**config.mk**
```make
export PLATFORM = sky130hd
export DESIGN_NAME = occ_top
export DESIGN_NICKNAME = d
export VERILOG_FILES = /design/src/inc/occ_pkg.sv /design/src/hw/occ_out_dec.sv /design/src/hw/occ_top.sv
export SDC_FILE = /design/constraint.sdc
export NUM_CORES = 1
export LEC_CHECK = 0
export BUFFER_PORTS_ARGS = -buffer_cell sky130_fd_sc_hd__buf_2
export CORE_ASPECT_RATIO = 0.6
export CORE_MARGIN = 3
export CORE_UTILIZATION = 40
export DETAILED_ROUTE_END_ITERATION = 8
export PLACE_DENSITY = 0.7
export SLEW_MARGIN = 10
export SYNTH_ARGS = -nofsm -noshare
export SYNTH_HDL_FRONTEND = slang
export SYNTH_SLANG_ARGS = --single-unit
```
**constraint.sdc**
```tcl
create_clock -name CLK -period 9.9 [get_ports CLK]
set_clock_uncertainty 0.2 [all_clocks]
set_input_delay 1.98 -clock CLK [delete_from_list [all_inputs] [get_ports CLK]]
set_output_delay 1.98 -clock CLK [all_outputs]
set_load 0.1 [all_outputs]
```
**src/inc/occ_pkg.sv**
```systemverilog
// package: register map, field widths, output state codes and channel map
package occ_pkg;

  ////////////////////////////////////////////////////////////////////////////
  // sizes
  localparam int NUM_CHAN = 5;                  // channels a to e
  localparam int NUM_CLK  = 10;                 // channel clock outputs
  localparam int NUM_REF  = 8;                  // sysref capable outputs
  localparam int ADDR_W   = 8;                  // axi byte address width
  localparam int DATA_W   = 32;                 // axi data width
  localparam int STRB_W   = 4;                  // axi byte lanes
  localparam int AMP_W    = 2;                  // amplitude code width
  localparam int ST_W     = 2;                  // output state code width
  localparam int CHAN_W   = 3;                  // channel index width

  ////////////////////////////////////////////////////////////////////////////
  // register byte addresses
  localparam logic [ADDR_W-1:0] ADDR_CHAN_OFF  = 8'h00;
  localparam logic [ADDR_W-1:0] ADDR_CLK_OFF   = 8'h04;
  localparam logic [ADDR_W-1:0] ADDR_CLK_EN    = 8'h08;
  localparam logic [ADDR_W-1:0] ADDR_CLK_AMP   = 8'h0C;
  localparam logic [ADDR_W-1:0] ADDR_REF_FUNC  = 8'h10;
  localparam logic [ADDR_W-1:0] ADDR_REF_OFF   = 8'h14;
  localparam logic [ADDR_W-1:0] ADDR_REF_EN    = 8'h18;
  localparam logic [ADDR_W-1:0] ADDR_REF_BIAS  = 8'h1C;
  localparam logic [ADDR_W-1:0] ADDR_REF_AMP   = 8'h20;
  localparam logic [ADDR_W-1:0] ADDR_STATUS    = 8'h24;
  localparam logic [ADDR_W-1:0] ADDR_CLK_STATE = 8'h28;
  localparam logic [ADDR_W-1:0] ADDR_REF_STATE = 8'h2C;

  ////////////////////////////////////////////////////////////////////////////
  // reset values
  localparam logic [NUM_CHAN-1:0]      RST_CHAN_OFF = 5'h00;
  localparam logic [NUM_CLK-1:0]       RST_CLK_OFF  = 10'h000;
  localparam logic [NUM_CLK-1:0]       RST_CLK_EN   = 10'h000;
  localparam logic [NUM_CLK*AMP_W-1:0] RST_CLK_AMP  = 20'h00000;
  localparam logic [NUM_REF-1:0]       RST_REF_FUNC = 8'h00;
  localparam logic [NUM_REF-1:0]       RST_REF_OFF  = 8'h00;
  localparam logic [NUM_REF-1:0]       RST_REF_EN   = 8'h00;
  localparam logic [NUM_REF-1:0]       RST_REF_BIAS = 8'h00;
  localparam logic [NUM_REF*AMP_W-1:0] RST_REF_AMP  = 16'h5555;

  ////////////////////////////////////////////////////////////////////////////
  // status register fields
  localparam int STAT_ON_BIT = 8;               // sysref sequence running

  ////////////////////////////////////////////////////////////////////////////
  // output state and amplitude codes
  localparam logic [ST_W-1:0]  OUT_OFF    = 2'h0;  // powered down
  localparam logic [ST_W-1:0]  OUT_LOW    = 2'h1;  // disabled, logic low
  localparam logic [ST_W-1:0]  OUT_DRIVE  = 2'h2;  // enabled, switching
  localparam logic [ST_W-1:0]  OUT_BIAS   = 2'h3;  // line biased
  localparam logic [AMP_W-1:0] AMP_SYSREF = 2'h1;  // 500 mV code

  // axi responses
  localparam logic [1:0] RESP_OKAY   = 2'h0;
  localparam logic [1:0] RESP_SLVERR = 2'h2;

  // channel indices
  localparam logic [CHAN_W-1:0] CH_A = 3'h0;
  localparam logic [CHAN_W-1:0] CH_B = 3'h1;
  localparam logic [CHAN_W-1:0] CH_C = 3'h2;
  localparam logic [CHAN_W-1:0] CH_D = 3'h3;
  localparam logic [CHAN_W-1:0] CH_E = 3'h4;

  // channel of a clock output: a0 a1 a2 b0 b1 c0 c1 d e0 e1
  function automatic logic [CHAN_W-1:0] clk_chan(input int idx);
    case (idx)
      0, 1, 2: clk_chan = CH_A;
      3, 4:    clk_chan = CH_B;
      5, 6:    clk_chan = CH_C;
      7:       clk_chan = CH_D;
      default: clk_chan = CH_E;
    endcase
  endfunction

  // channel of a sysref capable output: a0 a1 a2 b0 b1 c0 c1 d
  function automatic logic [CHAN_W-1:0] ref_chan(input int idx);
    case (idx)
      0, 1, 2: ref_chan = CH_A;
      3, 4:    ref_chan = CH_B;
      5, 6:    ref_chan = CH_C;
      default: ref_chan = CH_D;
    endcase
  endfunction

  // merge write data into an old word under the byte strobes
  function automatic logic [DATA_W-1:0] apply_strb(
    input logic [DATA_W-1:0] old_val,
    input logic [DATA_W-1:0] wr_val,
    input logic [STRB_W-1:0] strb
  );
    logic [DATA_W-1:0] res;
    res = old_val;
    for (int b = 0; b < STRB_W; b++) begin
      if (strb[b]) begin
        res[b*8 +: 8] = wr_val[b*8 +: 8];
      end
    end
    apply_strb = res;
  endfunction

endpackage

```
**src/hw/occ_out_dec.sv**
```systemverilog
// module: decode of one output's settings into a registered output state
module occ_out_dec
  import occ_pkg::*;
(
  // clock and reset
  input  wire logic                      clk,
  input  wire logic                      rst_n,
  // settings
  input  wire logic                      chan_off,
  input  wire logic                      out_off,
  input  wire logic                      enable,
  input  wire logic                      line_bias,
  input  wire logic                      sysref_mode,
  input  wire logic [occ_pkg::AMP_W-1:0] amp_in,
  // sysref sequencer
  input  wire logic                      sysref_on,
  // decoded state
  output logic      [occ_pkg::ST_W-1:0]  state_r,
  output logic      [occ_pkg::AMP_W-1:0] amp_r,
  output logic                           path_r
);

  logic [ST_W-1:0] state_nxt;                 // decoded state

  ////////////////////////////////////////////////////////////////////////////
  // state decode
  always_comb begin
    if (sysref_mode) begin
      // sysref: channel power-down only, sequencer switches on and off
      if (chan_off) begin
        state_nxt = OUT_OFF;
      end else if (line_bias) begin
        state_nxt = OUT_BIAS;
      end else if (!sysref_on) begin
        state_nxt = OUT_OFF;
      end else if (!enable) begin
        state_nxt = OUT_LOW;
      end else begin
        state_nxt = OUT_DRIVE;
      end
    end else begin
      // clock: own power-down and enable
      if (chan_off || out_off) begin
        state_nxt = OUT_OFF;
      end else if (!enable) begin
        state_nxt = OUT_LOW;
      end else begin
        state_nxt = OUT_DRIVE;
      end
    end
  end

  ////////////////////////////////////////////////////////////////////////////
  // registered outputs
  always_ff @(posedge clk or negedge rst_n) begin
    if (!rst_n) begin
      state_r <= OUT_OFF;
      amp_r   <= '0;
      path_r  <= 1'b0;
    end else begin
      state_r <= state_nxt;
      amp_r   <= amp_in;
      path_r  <= sysref_mode;
    end
  end

endmodule

```
**src/hw/occ_top.sv**
```systemverilog
// module: output channel control with axi4-lite configuration registers
////////////////////////////////////////////////////////////////////////////////
//
// Implementation choices: the address map and the AXI4-Lite register port.
module occ_top
  import occ_pkg::*;
(
  // clock and reset
  input  wire logic                                CLK,
  input  wire logic                                RST_B,
  // axi4-lite write address
  input  wire logic [occ_pkg::ADDR_W-1:0]          AWADDR,
  input  wire logic                                AWVALID,
  output logic                                     AWREADY,
  // axi4-lite write data
  input  wire logic [occ_pkg::DATA_W-1:0]          WDATA,
  input  wire logic [occ_pkg::STRB_W-1:0]          WSTRB,
  input  wire logic                                WVALID,
  output logic                                     WREADY,
  // axi4-lite write response
  output logic      [1:0]                          BRESP,
  output logic                                     BVALID,
  input  wire logic                                BREADY,
  // axi4-lite read address
  input  wire logic [occ_pkg::ADDR_W-1:0]          ARADDR,
  input  wire logic                                ARVALID,
  output logic                                     ARREADY,
  // axi4-lite read data
  output logic      [occ_pkg::DATA_W-1:0]          RDATA,
  output logic      [1:0]                          RRESP,
  output logic                                     RVALID,
  input  wire logic                                RREADY,
  // sysref sequencer
  input  wire logic                                SYSREF_ON,
  // channel clock outputs
  output logic [occ_pkg::NUM_CLK*occ_pkg::ST_W-1:0]  CLK_OUT_STATE,
  output logic [occ_pkg::NUM_CLK*occ_pkg::AMP_W-1:0] CLK_OUT_AMP,
  // sysref capable outputs
  output logic [occ_pkg::NUM_REF*occ_pkg::ST_W-1:0]  REF_OUT_STATE,
  output logic [occ_pkg::NUM_REF*occ_pkg::AMP_W-1:0] REF_OUT_AMP,
  output logic [occ_pkg::NUM_REF-1:0]                REF_SYSREF_PATH
);

  ////////////////////////////////////////////////////////////////////////////
  // declarations
  logic                      rst_s1_r;       // reset release stage one
  logic                      rst_n_r;        // released reset copy

  logic [NUM_CHAN-1:0]       chan_off_r;     // channel power-down
  logic [NUM_CLK-1:0]        clk_off_r;      // clock output power-down
  logic [NUM_CLK-1:0]        clk_en_r;       // clock output enable
  logic [NUM_CLK*AMP_W-1:0]  clk_amp_r;      // clock output amplitude
  logic [NUM_REF-1:0]        ref_func_r;     // output function select
  logic [NUM_REF-1:0]        ref_off_r;      // sysref output power-down
  logic [NUM_REF-1:0]        ref_en_r;       // sysref output enable
  logic [NUM_REF-1:0]        ref_bias_r;     // line bias control
  logic [NUM_REF*AMP_W-1:0]  ref_amp_r;      // sysref output amplitude

  logic                      awready_r;      // write address ready
  logic                      wready_r;       // write data ready
  logic                      aw_held_r;      // write address captured
  logic                      w_held_r;       // write data captured
  logic                      aw_held_nxt;
  logic                      w_held_nxt;
  logic [ADDR_W-1:0]         aw_addr_r;      // captured write address
  logic [DATA_W-1:0]         w_data_r;       // captured write data
  logic [STRB_W-1:0]         w_strb_r;       // captured byte strobes
  logic                      bvalid_r;       // write response valid
  logic [1:0]                bresp_r;        // write response code
  logic                      aw_take;        // address handshake
  logic                      w_take;         // data handshake
  logic                      do_write;       // perform register write
  logic                      wr_hit;         // write address mapped

  logic                      arready_r;      // read address ready
  logic                      rvalid_r;       // read data valid
  logic                      rvalid_nxt;
  logic [DATA_W-1:0]         rdata_r;        // read data
  logic [1:0]                rresp_r;        // read response code
  logic                      ar_take;        // read handshake
  logic [DATA_W-1:0]         rd_word;        // addressed register word
  logic                      rd_hit;         // read address mapped

  logic [NUM_REF-1:0]        amp_warn;       // sysref amplitude not 500 mV

  ////////////////////////////////////////////////////////////////////////////
  // reset release through two flip-flops: reset takes hold at once but
  // lets go on the clock, so no flop sees its release inside the setup
  // window of an edge
  always_ff @(posedge CLK or negedge RST_B) begin
    if (!RST_B) begin
      rst_s1_r <= 1'b0;
      rst_n_r  <= 1'b0;
    end else begin
      rst_s1_r <= 1'b1;
      rst_n_r  <= rst_s1_r;
    end
  end

  ////////////////////////////////////////////////////////////////////////////
  // write channel handshakes
  // an item moves at the edge where its valid and ready are both high
  assign aw_take  = AWVALID && awready_r;
  assign w_take   = WVALID && wready_r;
  // a waiting response holds off the next register update
  assign do_write = aw_held_r && w_held_r && !bvalid_r;

  // a held half stays until both halves are in and the write is done
  always_comb begin
    aw_held_nxt = aw_held_r || aw_take;
    w_held_nxt  = w_held_r || w_take;
    if (do_write) begin
      aw_held_nxt = 1'b0;
      w_held_nxt  = 1'b0;
    end
  end

  // address and data capture, ready drops while a half is held
  always_ff @(posedge CLK or negedge rst_n_r) begin
    if (!rst_n_r) begin
      aw_held_r <= 1'b0;
      w_held_r  <= 1'b0;
      awready_r <= 1'b0;
      wready_r  <= 1'b0;
      aw_addr_r <= '0;
      w_data_r  <= '0;
      w_strb_r  <= '0;
    end else begin
      aw_held_r <= aw_held_nxt;
      w_held_r  <= w_held_nxt;
      // ready stays low until the response is taken: one write at a time
      awready_r <= !aw_held_nxt && !bvalid_r && !do_write;
      wready_r  <= !w_held_nxt && !bvalid_r && !do_write;
      if (aw_take) begin
        aw_addr_r <= AWADDR;
      end
      if (w_take) begin
        w_data_r <= WDATA;
        w_strb_r <= WSTRB;
      end
    end
  end

  // writable addresses
  // status and state words are read-only and answer with slverr
  always_comb begin
    case (aw_addr_r)
      ADDR_CHAN_OFF, ADDR_CLK_OFF, ADDR_CLK_EN, ADDR_CLK_AMP,
      ADDR_REF_FUNC, ADDR_REF_OFF, ADDR_REF_EN, ADDR_REF_BIAS,
      ADDR_REF_AMP: wr_hit = 1'b1;
      default:      wr_hit = 1'b0;
    endcase
  end

  // write response, held until the master takes it
  always_ff @(posedge CLK or negedge rst_n_r) begin
    if (!rst_n_r) begin
      bvalid_r <= 1'b0;
      bresp_r  <= RESP_OKAY;
    end else if (do_write) begin
      // raised as the register lands, code chosen by the address
      bvalid_r <= 1'b1;
      bresp_r  <= wr_hit ? RESP_OKAY : RESP_SLVERR;
    end else if (bvalid_r && BREADY) begin
      // dropped at the edge the master takes it
      bvalid_r <= 1'b0;
    end
  end

  ////////////////////////////////////////////////////////////////////////////
  // configuration registers, applied to the decode with no handshake
  // a new value reaches the decode one edge after the write and the
  // outputs one edge after that; bits above a field's width are dropped
  always_ff @(posedge CLK or negedge rst_n_r) begin
    if (!rst_n_r) begin
      chan_off_r <= RST_CHAN_OFF;
      clk_off_r  <= RST_CLK_OFF;
      clk_en_r   <= RST_CLK_EN;
      clk_amp_r  <= RST_CLK_AMP;
      ref_func_r <= RST_REF_FUNC;
      ref_off_r  <= RST_REF_OFF;
      ref_en_r   <= RST_REF_EN;
      ref_bias_r <= RST_REF_BIAS;
      ref_amp_r  <= RST_REF_AMP;
    end else if (do_write) begin
      case (aw_addr_r)
        // per channel power-down
        ADDR_CHAN_OFF: chan_off_r <= NUM_CHAN'(
            apply_strb(DATA_W'(chan_off_r), w_data_r, w_strb_r));
        // per clock output power-down
        ADDR_CLK_OFF: clk_off_r <= NUM_CLK'(
            apply_strb(DATA_W'(clk_off_r), w_data_r, w_strb_r));
        // per clock output enable
        ADDR_CLK_EN: clk_en_r <= NUM_CLK'(
            apply_strb(DATA_W'(clk_en_r), w_data_r, w_strb_r));
        // per clock output amplitude
        ADDR_CLK_AMP: clk_amp_r <= (NUM_CLK*AMP_W)'(
            apply_strb(DATA_W'(clk_amp_r), w_data_r, w_strb_r));
        // sysref or clock function of each sysref capable output
        ADDR_REF_FUNC: ref_func_r <= NUM_REF'(
            apply_strb(DATA_W'(ref_func_r), w_data_r, w_strb_r));
        // clock-mode power-down of sysref capable outputs
        ADDR_REF_OFF: ref_off_r <= NUM_REF'(
            apply_strb(DATA_W'(ref_off_r), w_data_r, w_strb_r));
        // sysref capable output enable
        ADDR_REF_EN: ref_en_r <= NUM_REF'(
            apply_strb(DATA_W'(ref_en_r), w_data_r, w_strb_r));
        // line bias of sysref outputs
        ADDR_REF_BIAS: ref_bias_r <= NUM_REF'(
            apply_strb(DATA_W'(ref_bias_r), w_data_r, w_strb_r));
        // sysref capable output amplitude
        ADDR_REF_AMP: ref_amp_r <= (NUM_REF*AMP_W)'(
            apply_strb(DATA_W'(ref_amp_r), w_data_r, w_strb_r));
        // unmapped or read-only: nothing stored
        default: begin
        end
      endcase
    end
  end

  ////////////////////////////////////////////////////////////////////////////
  // sysref outputs whose amplitude is not the required 500 mV code
  // the code is not forced: software reads this flag and mends it
  always_comb begin
    for (int i = 0; i < NUM_REF; i++) begin
      amp_warn[i] = ref_func_r[i] &&
                    (ref_amp_r[i*AMP_W +: AMP_W] != AMP_SYSREF);
    end
  end

  ////////////////////////////////////////////////////////////////////////////
  // read word mux
  // decoded straight from the bus address, which stands while arvalid waits
  always_comb begin
    rd_word = '0;
    rd_hit  = 1'b1;
    case (ARADDR)
      ADDR_CHAN_OFF:  rd_word[NUM_CHAN-1:0]      = chan_off_r;
      ADDR_CLK_OFF:   rd_word[NUM_CLK-1:0]       = clk_off_r;
      ADDR_CLK_EN:    rd_word[NUM_CLK-1:0]       = clk_en_r;
      ADDR_CLK_AMP:   rd_word[NUM_CLK*AMP_W-1:0] = clk_amp_r;
      ADDR_REF_FUNC:  rd_word[NUM_REF-1:0]       = ref_func_r;
      ADDR_REF_OFF:   rd_word[NUM_REF-1:0]       = ref_off_r;
      ADDR_REF_EN:    rd_word[NUM_REF-1:0]       = ref_en_r;
      ADDR_REF_BIAS:  rd_word[NUM_REF-1:0]       = ref_bias_r;
      ADDR_REF_AMP:   rd_word[NUM_REF*AMP_W-1:0] = ref_amp_r;
      // amplitude warnings and sequencer activity
      ADDR_STATUS: begin
        rd_word[NUM_REF-1:0] = amp_warn;
        rd_word[STAT_ON_BIT] = SYSREF_ON;
      end
      // decoded output states as driven
      ADDR_CLK_STATE: rd_word[NUM_CLK*ST_W-1:0] = CLK_OUT_STATE;
      ADDR_REF_STATE: rd_word[NUM_REF*ST_W-1:0] = REF_OUT_STATE;
      default:        rd_hit = 1'b0;
    endcase
  end

  ////////////////////////////////////////////////////////////////////////////
  // read channel: one read under way, data held until taken
  // arready stays low while data waits; rdata loads only on a handshake
  assign ar_take    = ARVALID && arready_r;
  assign rvalid_nxt = ar_take || (rvalid_r && !RREADY);

  always_ff @(posedge CLK or negedge rst_n_r) begin
    if (!rst_n_r) begin
      arready_r <= 1'b0;
      rvalid_r  <= 1'b0;
      rdata_r   <= '0;
      rresp_r   <= RESP_OKAY;
    end else begin
      arready_r <= !rvalid_nxt;
      rvalid_r  <= rvalid_nxt;
      if (ar_take) begin
        rdata_r <= rd_word;
        rresp_r <= rd_hit ? RESP_OKAY : RESP_SLVERR;
      end
    end
  end

  ////////////////////////////////////////////////////////////////////////////
  // bus outputs straight from flip-flops
  assign AWREADY = awready_r;
  assign WREADY  = wready_r;
  assign BVALID  = bvalid_r;
  assign BRESP   = bresp_r;
  assign ARREADY = arready_r;
  assign RVALID  = rvalid_r;
  assign RDATA   = rdata_r;
  assign RRESP   = rresp_r;

  ////////////////////////////////////////////////////////////////////////////
  // channel clock outputs: always clock mode, no line bias
  // power-down and enable of each output come from the clock registers
  for (genvar i = 0; i < NUM_CLK; i++) begin : g_clk
    occ_out_dec u_dec (
      .clk         (CLK),
      .rst_n       (rst_n_r),
      .chan_off    (chan_off_r[clk_chan(i)]),
      .out_off     (clk_off_r[i]),
      .enable      (clk_en_r[i]),
      .line_bias   (1'b0),
      .sysref_mode (1'b0),
      .amp_in      (clk_amp_r[i*AMP_W +: AMP_W]),
      .sysref_on   (SYSREF_ON),
      .state_r     (CLK_OUT_STATE[i*ST_W +: ST_W]),
      .amp_r       (CLK_OUT_AMP[i*AMP_W +: AMP_W]),
      .path_r      ()
    );
  end

  ////////////////////////////////////////////////////////////////////////////
  // sysref capable outputs on channels a to d only
  // in sysref mode only the channel power-down counts, and the sequencer
  // decides when an enabled output drives
  for (genvar i = 0; i < NUM_REF; i++) begin : g_ref
    occ_out_dec u_dec (
      .clk         (CLK),
      .rst_n       (rst_n_r),
      .chan_off    (chan_off_r[ref_chan(i)]),
      .out_off     (ref_off_r[i]),
      .enable      (ref_en_r[i]),
      .line_bias   (ref_bias_r[i]),
      .sysref_mode (ref_func_r[i]),
      .amp_in      (ref_amp_r[i*AMP_W +: AMP_W]),
      .sysref_on   (SYSREF_ON),
      .state_r     (REF_OUT_STATE[i*ST_W +: ST_W]),
      .amp_r       (REF_OUT_AMP[i*AMP_W +: AMP_W]),
      .path_r      (REF_SYSREF_PATH[i])
    );
  end

endmodule

```
==> impl_metrics.py, run 1 <==
metrics = {
    "clocking": {
        "ctsHtreeMaxLevel": 1,
        "post_cts_buffers": 0,
        "insertion_delay_ps": 520,
        "cts.sinks": 235,
        "post_cts_resized": 0,
        "path_clk_slew_ps": 60,
        "cts_buffers": 22,
        "clk_path_buf_depth": 3,
        "cts_hold_buffers": 0,
        "root_buffer": "clkbuf_16",
        "cts_tree": "yes",
    },
    "logic_synthesis": {
        "synth_top_family_by_area": "multiplexers",
        "syn_inst": 755,
        "synthesis.area_um2": 9870,
        "synth-compound-area-share": 0.0856,
        "synth-seq-cells": 235,
        "synthDistinctLibCells": 65,
        "netlist.area_leader.share": 0.575,
        "synthAdderAreaFrac": 0,
        "ys.flop_type": "dfrtp_1",
        "synthMuxAreaShare": 0.184,
        "synth_xor_area_frac": 0,
        "synth-edff-count": 0,
        "ys_top_cells_by_count": "dfrtp_1, mux2_1, nand2_1",
        "ys.warnings.count": 0,
        "ys_seq_area_frac": 0.597,
        "synth_area_leaders": "dfrtp_1, mux2_1, mux2_2",
        "synthArstFlopShare": 1.00,
        "yosys.area.top_type": "dfrtp_1",
        "yosysMostFrequentCell": "dfrtp_1",
        "synth_simple_gate_area_frac": 0.0990,
        "syn_avg_cell_area_um2": 13.1,
    },
    "timing": {
        "layout_min_cycle_time_ps": 3940,
        "slew_violations": 0,
        "tightestPinTransition_ps": 1000,
        "tns_ps": 0,
        "fmax_ghz": 0.254,
        "final_hold_viol_count": 0,
        "rsz0062_at_grt": "false",
        "fin_crit_sh": 0.398,
        "setup_viol": 0,
        "slew_headroom": 0.331,
    },
    "setup_path": {
        "worstSetupStartpointType": "primary input",
        "critPathKind": "in -> reg",
        "crit_required_ps": 10160,
        "cp_max_fo": 37,
        "end_kind": "register",
        "worstPathArrival_ps": 4190,
    },
    "floorplan": {
        "num_rows": 43,
        "initial_core_util": 0.417,
        "die_w_um": 209,
        "fp.coreArea_um2": 23700,
        "pin_count": 181,
        "die_y_um": 128,
        "dieArea_um2": 26700,
    },
    "grt": {
        "grt_pass1_wl_um": 41600,
        "grt_usage": 0.204,
        "grt_max_degree": 78,
        "grt.overflow.total": 0,
        "antenna_found_initial": 3,
        "grt_pass1_vias": 6856,
    },
    "detailed_routing": {
        "num_vias": 6825,
        "drtIter0Drc": 653,
        "drt-total-wl_um": 27700,
        "via_per_inst": 5.55,
        "dr.pass1.iters": 7,
        "wl_per_cell_um": 22.5,
        "postRouteAntennaNets": 0,
        "drc": 0,
    },
    "place": {
        "routabilityCongestion": 0.879,
        "portBuffers": 153,
        "dp_cells": 1189,
        "hpwl_um": 19900,
    },
    "layout": {
        "area_delta_synth_final_pct": 17.8,
        "nets": 958,
        "layout-drive-gt1-share": 0.296,
        "fillCellCount": 2120,
        "final_cells": 1230,
    },
    "job": {
        "maxCapViolations": 0,
    },
    "power": {
        "p_sw_frac": 0.389,
        "cellPowerDensity_nw_per_um2": 264,
        "p_int_w": 0.00188,
        "leakage_nw": 5.72,
        "ir_drop_mv": 0.159,
        "p_sw_w": 0.00120,
        "comb_power_share": 0.268,
        "pwr-share-clk": 0.299,
        "p_seq_frac": 0.433,
    },
    "status": {
        "status": "finished, final reports clean",
    },
    "min_path": {
        "hold_path.class": "reg -> async",
    },
}
==> power by group through the flow <==
stage	clock (W)	sequential, W	combinational (W)
5_1_grt	0.000981	0.00135	0.000861
6_report	0.000920	0.00133	0.000825
3_5_place_dp	0	0.00134	0.000825
3_3_place_gp	0	0.00133	0.000816
2_1_floorplan	0	0.00166	0.000300
4_1_cts	0.000938	0.00133	0.000828
==> path summary, 6_finish.rpt <==
path	startpoint	endpoint	slack, ps	depth (start not counted)
max	ARADDR[5]	RDATA[7]$_DFFE_PN0P_	5960	4
min	rst_n_r$_DFF_PN0_	w_data_r[3]$_DFFE_PN0P_	40	0
max reg2reg	BVALID$_DFFE_PN0P_	clk_amp_r[4]$_DFFE_PN0P_	7290	5
min reg2reg	rst_n_r$_DFF_PN0_	w_data_r[3]$_DFFE_PN0P_	40	0
max in group asynchronous	rst_n_r$_DFF_PN0_	w_data_r[8]$_DFFE_PN0P_	7530	2
min in group CLK	rst_s1_r$_DFF_PN0_	rst_n_r$_DFF_PN0_	150	0
==> placed cells by master, fill, tap and decap left out, drive strengths merged, types with 10 or more instances in the layout <==
| cell type | instances |
|---|---|
| clkbuf | 32 |
| buf | 159 |
| mux2 | 131 |
| nand2 | 52 |
| dfrtp | 227 |
| mux4 | 10 |
| conb | 15 |
| a21oi | 26 |
| o21ai | 29 |
| a22oi | 20 |
| nor3 | 16 |
| nor2 | 36 |
| mux2i | 11 |
| nor2b | 16 |
| nor3b | 11 |
==> layer usage <==
metal / up-vias / share of wire / global-route usage
met4: 4 / 0.014 / 0.0319
met1: 3478 / 0.46 / 0.311
met3: 50 / 0.11 / 0.0790
li1: 2997 / - / -
met5: - / 0.00097 / 0
met2: 296 / 0.41 / 0.280
==> worst max-delay path: stages <==
cell     delay [ps]
buf_2           660
nand2_1         570
o31ai_1         760
a22o_1          220
==> final cells by class <==
class,count,area (um^2),area share
Tap cell,315,394,0.0339
Clock buffer,32,679,0.0584
Antenna cell,1,2.50,0.000215
Timing Repair Buffer,159,811,0.0697
Multi-Input combinational cell,473,3700,0.318
Sequential cell,235,5890,0.507
Clock inverter,8,124,0.0107
Inverter,7,26.3,0.00226
==> state kept, by name, indices dropped and copies added, names as in the netlist, 3 cells and up <==
register             cells
RDATA                   20
aw_addr_r                8
chan_off_r               5
clk_amp_r               20
clk_en_r                10
clk_off_r               10
g_clk.u_dec.amp_r       20
g_clk.u_dec.state_r     20
g_ref.u_dec.amp_r       16
g_ref.u_dec.path_r       8
g_ref.u_dec.state_r     16
ref_amp_r               16
ref_bias_r               8
ref_en_r                 8
ref_func_r               8
ref_off_r                8
w_data_r                20
w_strb_r                 3
==> metrics by stage <==
stage	util	hold slack [ps]	power, W	setup WS (ps)	instance area, um^2
floorplan	-	131	0.00196	2680	9920
detailed placement	0.457	53.6	0.00217	5600	10800
finish	0.491	39.3	0.00308	5960	11600
CTS	0.491	59.7	0.00309	6130	11600
global placement	0.457	54.0	0.00215	5660	10800
global route	0.491	80.7	0.00320	5970	11600
==> cells by family (layout without fill, tap and decap cells) <==
logic type,count (synthesis),count (layout)
flip-flops,235,235
AND/OR/NAND/NOR,180,180
multiplexers,152,152
AO/OA/AOI/OAI,126,126
buffers and inverters,60,206
other,2,16
Note: power is estimated with default switching activity, not from simulation.
==> inputs of run 2 (changes only) <==
- ABC_AREA: unset -> 1
- PLACE_DENSITY: 0.7 -> 0.72
- clock period: 9.9 -> 3.55 ns (I/O delays scaled with it)
==> run 2 against run 1 <==
  * Count of clock-buffer cells in the layout increased by 6
  * Flip-flop and latch count stayed put
  * Worst hold slack better by 110 ps
  * Sequential share of layout area rose by 0.63 points
  * Sequential power increased to 2.7 times the previous value
  * Combinational power grew to 3.5 times the previous value
  * Die area fell by 1.2%
  * Wire length is 0.53% higher
  * Final area is 1.2% lower
  * Critical path depth down 3
  * Synthesized cell count increased by 45%
  * Via count is 19% higher
==> impl_metrics.py, run 2 <==
metrics = {
    "status": {
        "status": "finished, final reports clean",
    },
    "timing": {
        "slew_headroom": 0.531,
        "tightestPinTransition_ps": 703,
        "final_hold_viol_count": 0,
        "fin_ws_ps": 1200,
        "tns_ps": 0,
        "fmax_ghz": 0.425,
        "layout_min_cycle_time_ps": 2350,
        "slew_violations": 0,
        "setup_viol": 0,
        "fin_crit_sh": 0.662,
        "rsz0062_at_grt": "false",
    },
    "place": {
        "portBuffers": 153,
        "dp_cells": 1522,
        "dpl-instance-area_um2": 10700,
        "hpwl_um": 20400,
        "routabilityCongestion": 0.888,
        "pre_cts_ws_ps": 929,
    },
    "layout": {
        "layout_common_cells": "nand2_1, dfrtp_1, buf_2",
        "final_cells": 1564,
        "final_common_cell": "nand2_1",
        "nets": 1293,
        "layout-drive-gt1-share": 0.179,
        "finalInstanceArea_um2": 11500,
        "antenna_cells": 0,
        "area_delta_synth_final_pct": 17.8,
        "fillCellCount": 2198,
    },
    "detailed_routing": {
        "num_vias": 8108,
        "via_per_inst": 5.18,
        "wl_met1_um": 13100,
        "route.met2.wl_um": 11200,
        "met3WireLength_um": 2970,
        "drc": 0,
        "wl_per_cell_um": 17.8,
        "dr.pass1.iters": 5,
        "postRouteAntennaNets": 0,
        "drt-total-wl_um": 27900,
        "drtIter0Drc": 848,
        "highest_layer": "met5",
    },
    "logic_synthesis": {
        "synthMuxAreaShare": 0,
        "syn_avg_cell_area_um2": 8.93,
        "synthesis.area_um2": 9750,
        "synth-compound-area-share": 0.0948,
        "ys.warnings.count": 0,
        "synth_area_leaders": "dfrtp_1, nand2_1, nand3_1",
        "synth_simple_gate_area_frac": 0.231,
        "ys_seq_area_frac": 0.604,
        "syn_inst": 1092,
        "yosys.area.top_type": "dfrtp_1",
        "synth-seq-cells": 235,
        "synthAdderAreaFrac": 0,
        "synth_xor_area_frac": 0,
        "yosysMostFrequentCell": "nand2_1",
        "ys_top_cells_by_count": "nand2_1, dfrtp_1, nand3_1",
        "synthArstFlopShare": 1.00,
        "synth-edff-count": 0,
        "synthDistinctLibCells": 29,
        "ys.flop_type": "dfrtp_1",
        "synth_top_family_by_area": "simple AND/OR/NAND/NOR gates",
        "netlist.area_leader.share": 0.582,
    },
    "clocking": {
        "ctsHtreeMaxLevel": 1,
        "cts_buffers": 23,
        "cts.sinks": 235,
        "clk_path_buf_depth": 3,
        "insertion_delay_ps": 500,
        "cts_tree": "yes",
        "path_clk_slew_ps": 60,
        "post_cts_resized": 0,
        "root_buffer": "clkbuf_16",
    },
    "setup_path": {
        "setup.worst_path.end": "REF_OUT_STATE[9]",
        "worstSetupPathDepth": 1,
        "reg2reg_to": "clk_en_r[4]$_DFFE_PN0P_",
        "crit_required_ps": 2640,
        "worstPathArrival_ps": 1440,
        "critPathKind": "reg -> out",
        "slowest_delay_ps": 480,
        "critical_path_buf_inv_count": 1,
        "worstSetupStartpointType": "register",
        "timing.rr.start": "aw_addr_r[1]$_DFFE_PN0P_",
        "crit_path_top_delay_cell": "buf_2",
        "rr_worst_depth": 7,
        "end_kind": "primary output",
        "startpoint": "g_ref[4].u_dec.state_r[1]$_DFF_PN0_",
        "r2r_setup_slack_ps": 1380,
        "cp_max_fo": 2,
        "crit_chain": "buf_2",
        "cp_top_family": "buffers and inverters",
    },
    "job": {
        "maxCapViolations": 0,
    },
    "power": {
        "p_total_w": 0.00890,
        "leakage_nw": 5.78,
        "ir_drop_mv": 0.359,
        "cellPowerDensity_nw_per_um2": 775,
    },
    "floorplan": {
        "num_rows": 43,
        "die_y_um": 127,
        "fp.coreArea_um2": 23500,
        "pin_count": 181,
        "initial_core_util": 0.415,
        "dieArea_um2": 26400,
        "die_w_um": 208,
    },
    "min_path": {
        "hold_depth": 0,
        "hold_path.class": "reg -> reg",
    },
    "grt": {
        "grt_pass1_vias": 7588,
        "grt_pass1_wl_um": 43300,
        "grt.overflow.total": 0,
        "grt_usage": 0.207,
        "antenna_found_initial": 2,
        "grt_max_degree": 63,
    },
}
[run 2: kinds of logic after synthesis]
group	after synthesis
and+or+nand+nor	526
DFF	235
AOI/OAI and AO/OA	180
buffers and inverters	149
other	2
[run 2: what timing repair did]
item                                    4_1_cts  5_1_grt
hold buffers                                  1        0
endpoints found under the setup margin        0        0
hold endpoints to repair                      2        0
setup buffers                                 0        0
[run 2: worst min path at each step]
stage / from / to
3_5_place_dp: rst_s1_r$_DFF_PN0_ / rst_n_r$_DFF_PN0_
6_report: rst_s1_r$_DFF_PN0_ / rst_n_r$_DFF_PN0_
4_1_cts: rst_s1_r$_DFF_PN0_ / rst_n_r$_DFF_PN0_
2_1_floorplan: rst_s1_r$_DFF_PN0_ / rst_n_r$_DFF_PN0_
3_3_place_gp: rst_s1_r$_DFF_PN0_ / rst_n_r$_DFF_PN0_
5_1_grt: rst_s1_r$_DFF_PN0_ / rst_n_r$_DFF_PN0_
[run 2: through the flow]
| stage | hold WS [ps] | utilization |
|---|---|---|
| 6_report | 146 | 0.488 |
| 5_1_grt | 158 | 0.488 |
| 4_1_cts | 148 | 0.488 |
| 3_5_place_dp | 136 | 0.456 |
| 3_3_place_gp | 133 | 0.456 |
| 2_1_floorplan | 131 | - |
[run 2: metal layers]
metal,GRT usage,vias up
li1,-,3794
met1,0.326,3879
met3,0.0531,48
met4,0.0407,4
met2,0.286,383
met5,0,-
[run 2: final cells by class]
cell class,instances,area (um^2),area share
clock inverters,3,65.1,0.00567
multi-input cells,721,3230,0.281
inverters,85,319,0.0278
clock buffers,38,682,0.0594
repair buffers,167,898,0.0782
flip-flops and latches,235,5890,0.513
well taps,315,394,0.0343
[run 2: report_power, final]
group	leakage, nW	switching, W	internal [W]
registers	3.08	0.000407	0.00321
logic	2.34	0.00239	0.000456
clock network	0.363	0.000985	0.00145
total	5.78	0.00378	0.00511
==> inputs of run 3 (changes only) <==
- PLACE_DENSITY: 0.72 -> 0.7
- clock period: 3.55 -> 2.26 ns (I/O delays scaled with it)
==> run 3 against run 2 <==
  * Wire length increased by 1.7%
  * Setup slack worse by 1000 ps
  * Flip-flop and latch count stayed put
  * Count of clock-buffer cells in the layout shrank 10
  * Largest power group unchanged
  * Sequential share of layout area decreased by 2.0 points
  * Critical path type unchanged
  * Critical endpoint is now REF_OUT_STATE[14]
  * Clock power up 53%
  * Highest routed layer is now met4
==> impl_metrics.py, run 3 (synthesis gave the netlist of run 2 again) <==
metrics = {
    "status": {
        "status": "finished, final reports clean",
    },
    "layout": {
        "nets": 1336,
        "layout_common_cells": "nand2_1, dfrtp_1, buf_2",
        "final_common_cell": "nand2_1",
        "area_delta_synth_final_pct": 22.6,
        "final_cells": 1608,
        "layout-drive-gt1-share": 0.187,
        "antenna_cells": 0,
    },
    "setup_path": {
        "cp_max_fo": 2,
        "critical_path_buf_inv_count": 1,
        "worstSetupStartpointType": "register",
        "setup.worst_path.end": "REF_OUT_STATE[14]",
        "critPathKind": "reg -> out",
        "reg2reg_to": "ref_amp_r[3]$_DFFE_PN0P_",
        "startpoint": "g_ref[7].u_dec.state_r[0]$_DFF_PN0_",
        "end_kind": "primary output",
        "cp_top_family": "buffers and inverters",
        "r2r_setup_slack_ps": 190,
        "crit_path_top_delay_cell": "buf_2",
        "worstSetupPathDepth": 1,
        "timing.rr.start": "aw_addr_r[1]$_DFFE_PN0P_",
        "crit_chain": "buf_2",
        "rr_worst_depth": 5,
        "worstPathArrival_ps": 1430,
        "crit_required_ps": 1610,
        "slowest_delay_ps": 480,
    },
    "place": {
        "portBuffers": 153,
        "routabilityCongestion": 0.887,
        "hpwl_um": 20200,
        "dp_cells": 1532,
    },
    "timing": {
        "fin_crit_sh": 0.920,
        "slew_violations": 0,
        "timing.hold.ws_ps": 22.6,
        "layout_min_cycle_time_ps": 2080,
        "fmax_ghz": 0.481,
        "tightestPinTransition_ps": 615,
        "rsz0062_at_grt": "false",
        "slew_headroom": 0.590,
        "setup_viol": 0,
        "final_hold_viol_count": 0,
    },
    "power": {
        "leakage_nw": 5.98,
        "comb_power_share": 0.327,
        "p_total_w": 0.0140,
        "ir_drop_mv": 0.457,
        "p_sw_w": 0.00605,
        "p_seq_frac": 0.405,
        "pwr-share-clk": 0.268,
        "cellPowerDensity_nw_per_um2": 1170,
        "p_int_w": 0.00791,
        "p_sw_frac": 0.433,
    },
    "detailed_routing": {
        "postRouteAntennaNets": 0,
        "drt-total-wl_um": 28300,
        "drc": 0,
        "dr.pass1.iters": 5,
        "wl_per_cell_um": 17.6,
        "drtIter0Drc": 837,
        "num_vias": 8273,
        "via_per_inst": 5.14,
    },
    "clocking": {
        "ctsHtreeMaxLevel": 1,
        "path_clk_slew_ps": 60,
        "cts_buffers": 23,
        "root_buffer": "clkbuf_16",
        "clk_path_buf_depth": 3,
        "cts.sinks": 235,
        "cts_tree": "yes",
        "post_cts_resized": 0,
        "insertion_delay_ps": 510,
    },
    "job": {
        "maxCapViolations": 0,
    },
    "floorplan": {
        "dieArea_um2": 26400,
        "fp.coreArea_um2": 23500,
        "pin_count": 181,
        "die_w_um": 208,
        "die_y_um": 127,
        "initial_core_util": 0.415,
        "num_rows": 43,
    },
    "grt": {
        "grt_usage": 0.214,
        "grt_max_degree": 112,
        "grt_pass1_wl_um": 44800,
        "antenna_found_initial": 0,
        "grt.overflow.total": 0,
        "grt_pass1_vias": 7823,
    },
    "min_path": {
        "hold_path.class": "in -> reg",
    },
}
## run 3: cell count changes in the layout (fill, tap and decap cells not counted), sizes merged
cell / previous run / this run
dlygate4sd3: 1 / 34
inv: 84 / 85
clkinvlp: 0 / 4
bufinv: 2 / 1
buf: 166 / 176
clkinv: 2 / 9
clkbuf: 38 / 28
## run 3: worst min-delay path by stage
stage | startpoint | endpoint | cells after the start
final | WVALID | w_strb_r[2]$_DFFE_PN0P_ | 4
after global routing | WVALID | w_strb_r[2]$_DFFE_PN0P_ | 4
after CTS | WVALID | w_strb_r[2]$_DFFE_PN0P_ | 4
after detailed placement | RST_B | rst_s1_r$_DFF_PN0_ | 1
after global placement | RST_B | rst_s1_r$_DFF_PN0_ | 1
after floorplan | RST_B | rst_s1_r$_DFF_PN0_ | 0
## run 3: timing repair
action	in CTS	in global routing
endpoints found under the hold margin	35	0
hold buffers	34	0
setup buffers	0	0
## run 3: cell type report
| type | count | area (um^2) |
|---|---|---|
| Clock inverter | 14 | 109 |
| Timing Repair Buffer | 210 | 1380 |
| Multi-Input combinational cell | 721 | 3230 |
| Sequential cell | 235 | 5890 |
| Inverter | 85 | 319 |
| Fill cell | 2190 | 11600 |
| Tap cell | 315 | 394 |
| Clock buffer | 28 | 624 |
## run 3: metal layers
| metal | global-route usage | vias to the layer above | part of all wire |
|---|---|---|---|
| met1 | 0.341 | 3956 | 0.48 |
| met3 | 0.0425 | 35 | 0.092 |
| met2 | 0.307 | 392 | 0.41 |
| li1 | - | 3890 | - |
| met5 | 0 | - | 0 |
| met4 | 0.0319 | 0 | 0.013 |
## run 3: power groups by stage
stage | sequential, W | clock (W) | combinational (W)
after detailed placement | 0.00571 | 0 | 0.00452
after global routing | 0.00573 | 0.00401 | 0.00486
after CTS | 0.00564 | 0.00382 | 0.00458
after global placement | 0.00569 | 0 | 0.00446
after floorplan | 0.00763 | 0 | 0.00151
final | 0.00565 | 0.00373 | 0.00457
## run 3: per-stage QoR
stage / utilization / setup slack (ps) / cell area [um^2] / setup TNS [ps]
after CTS: 0.508 / 174 / 12000 / 0
after global routing: 0.508 / 18.4 / 12000 / 0
final: 0.508 / 181 / 12000 / 0
after detailed placement: 0.463 / 143 / 10900 / 0
after global placement: 0.463 / 211 / 10900 / 0
after floorplan: - / -307 / 9800 / -69130
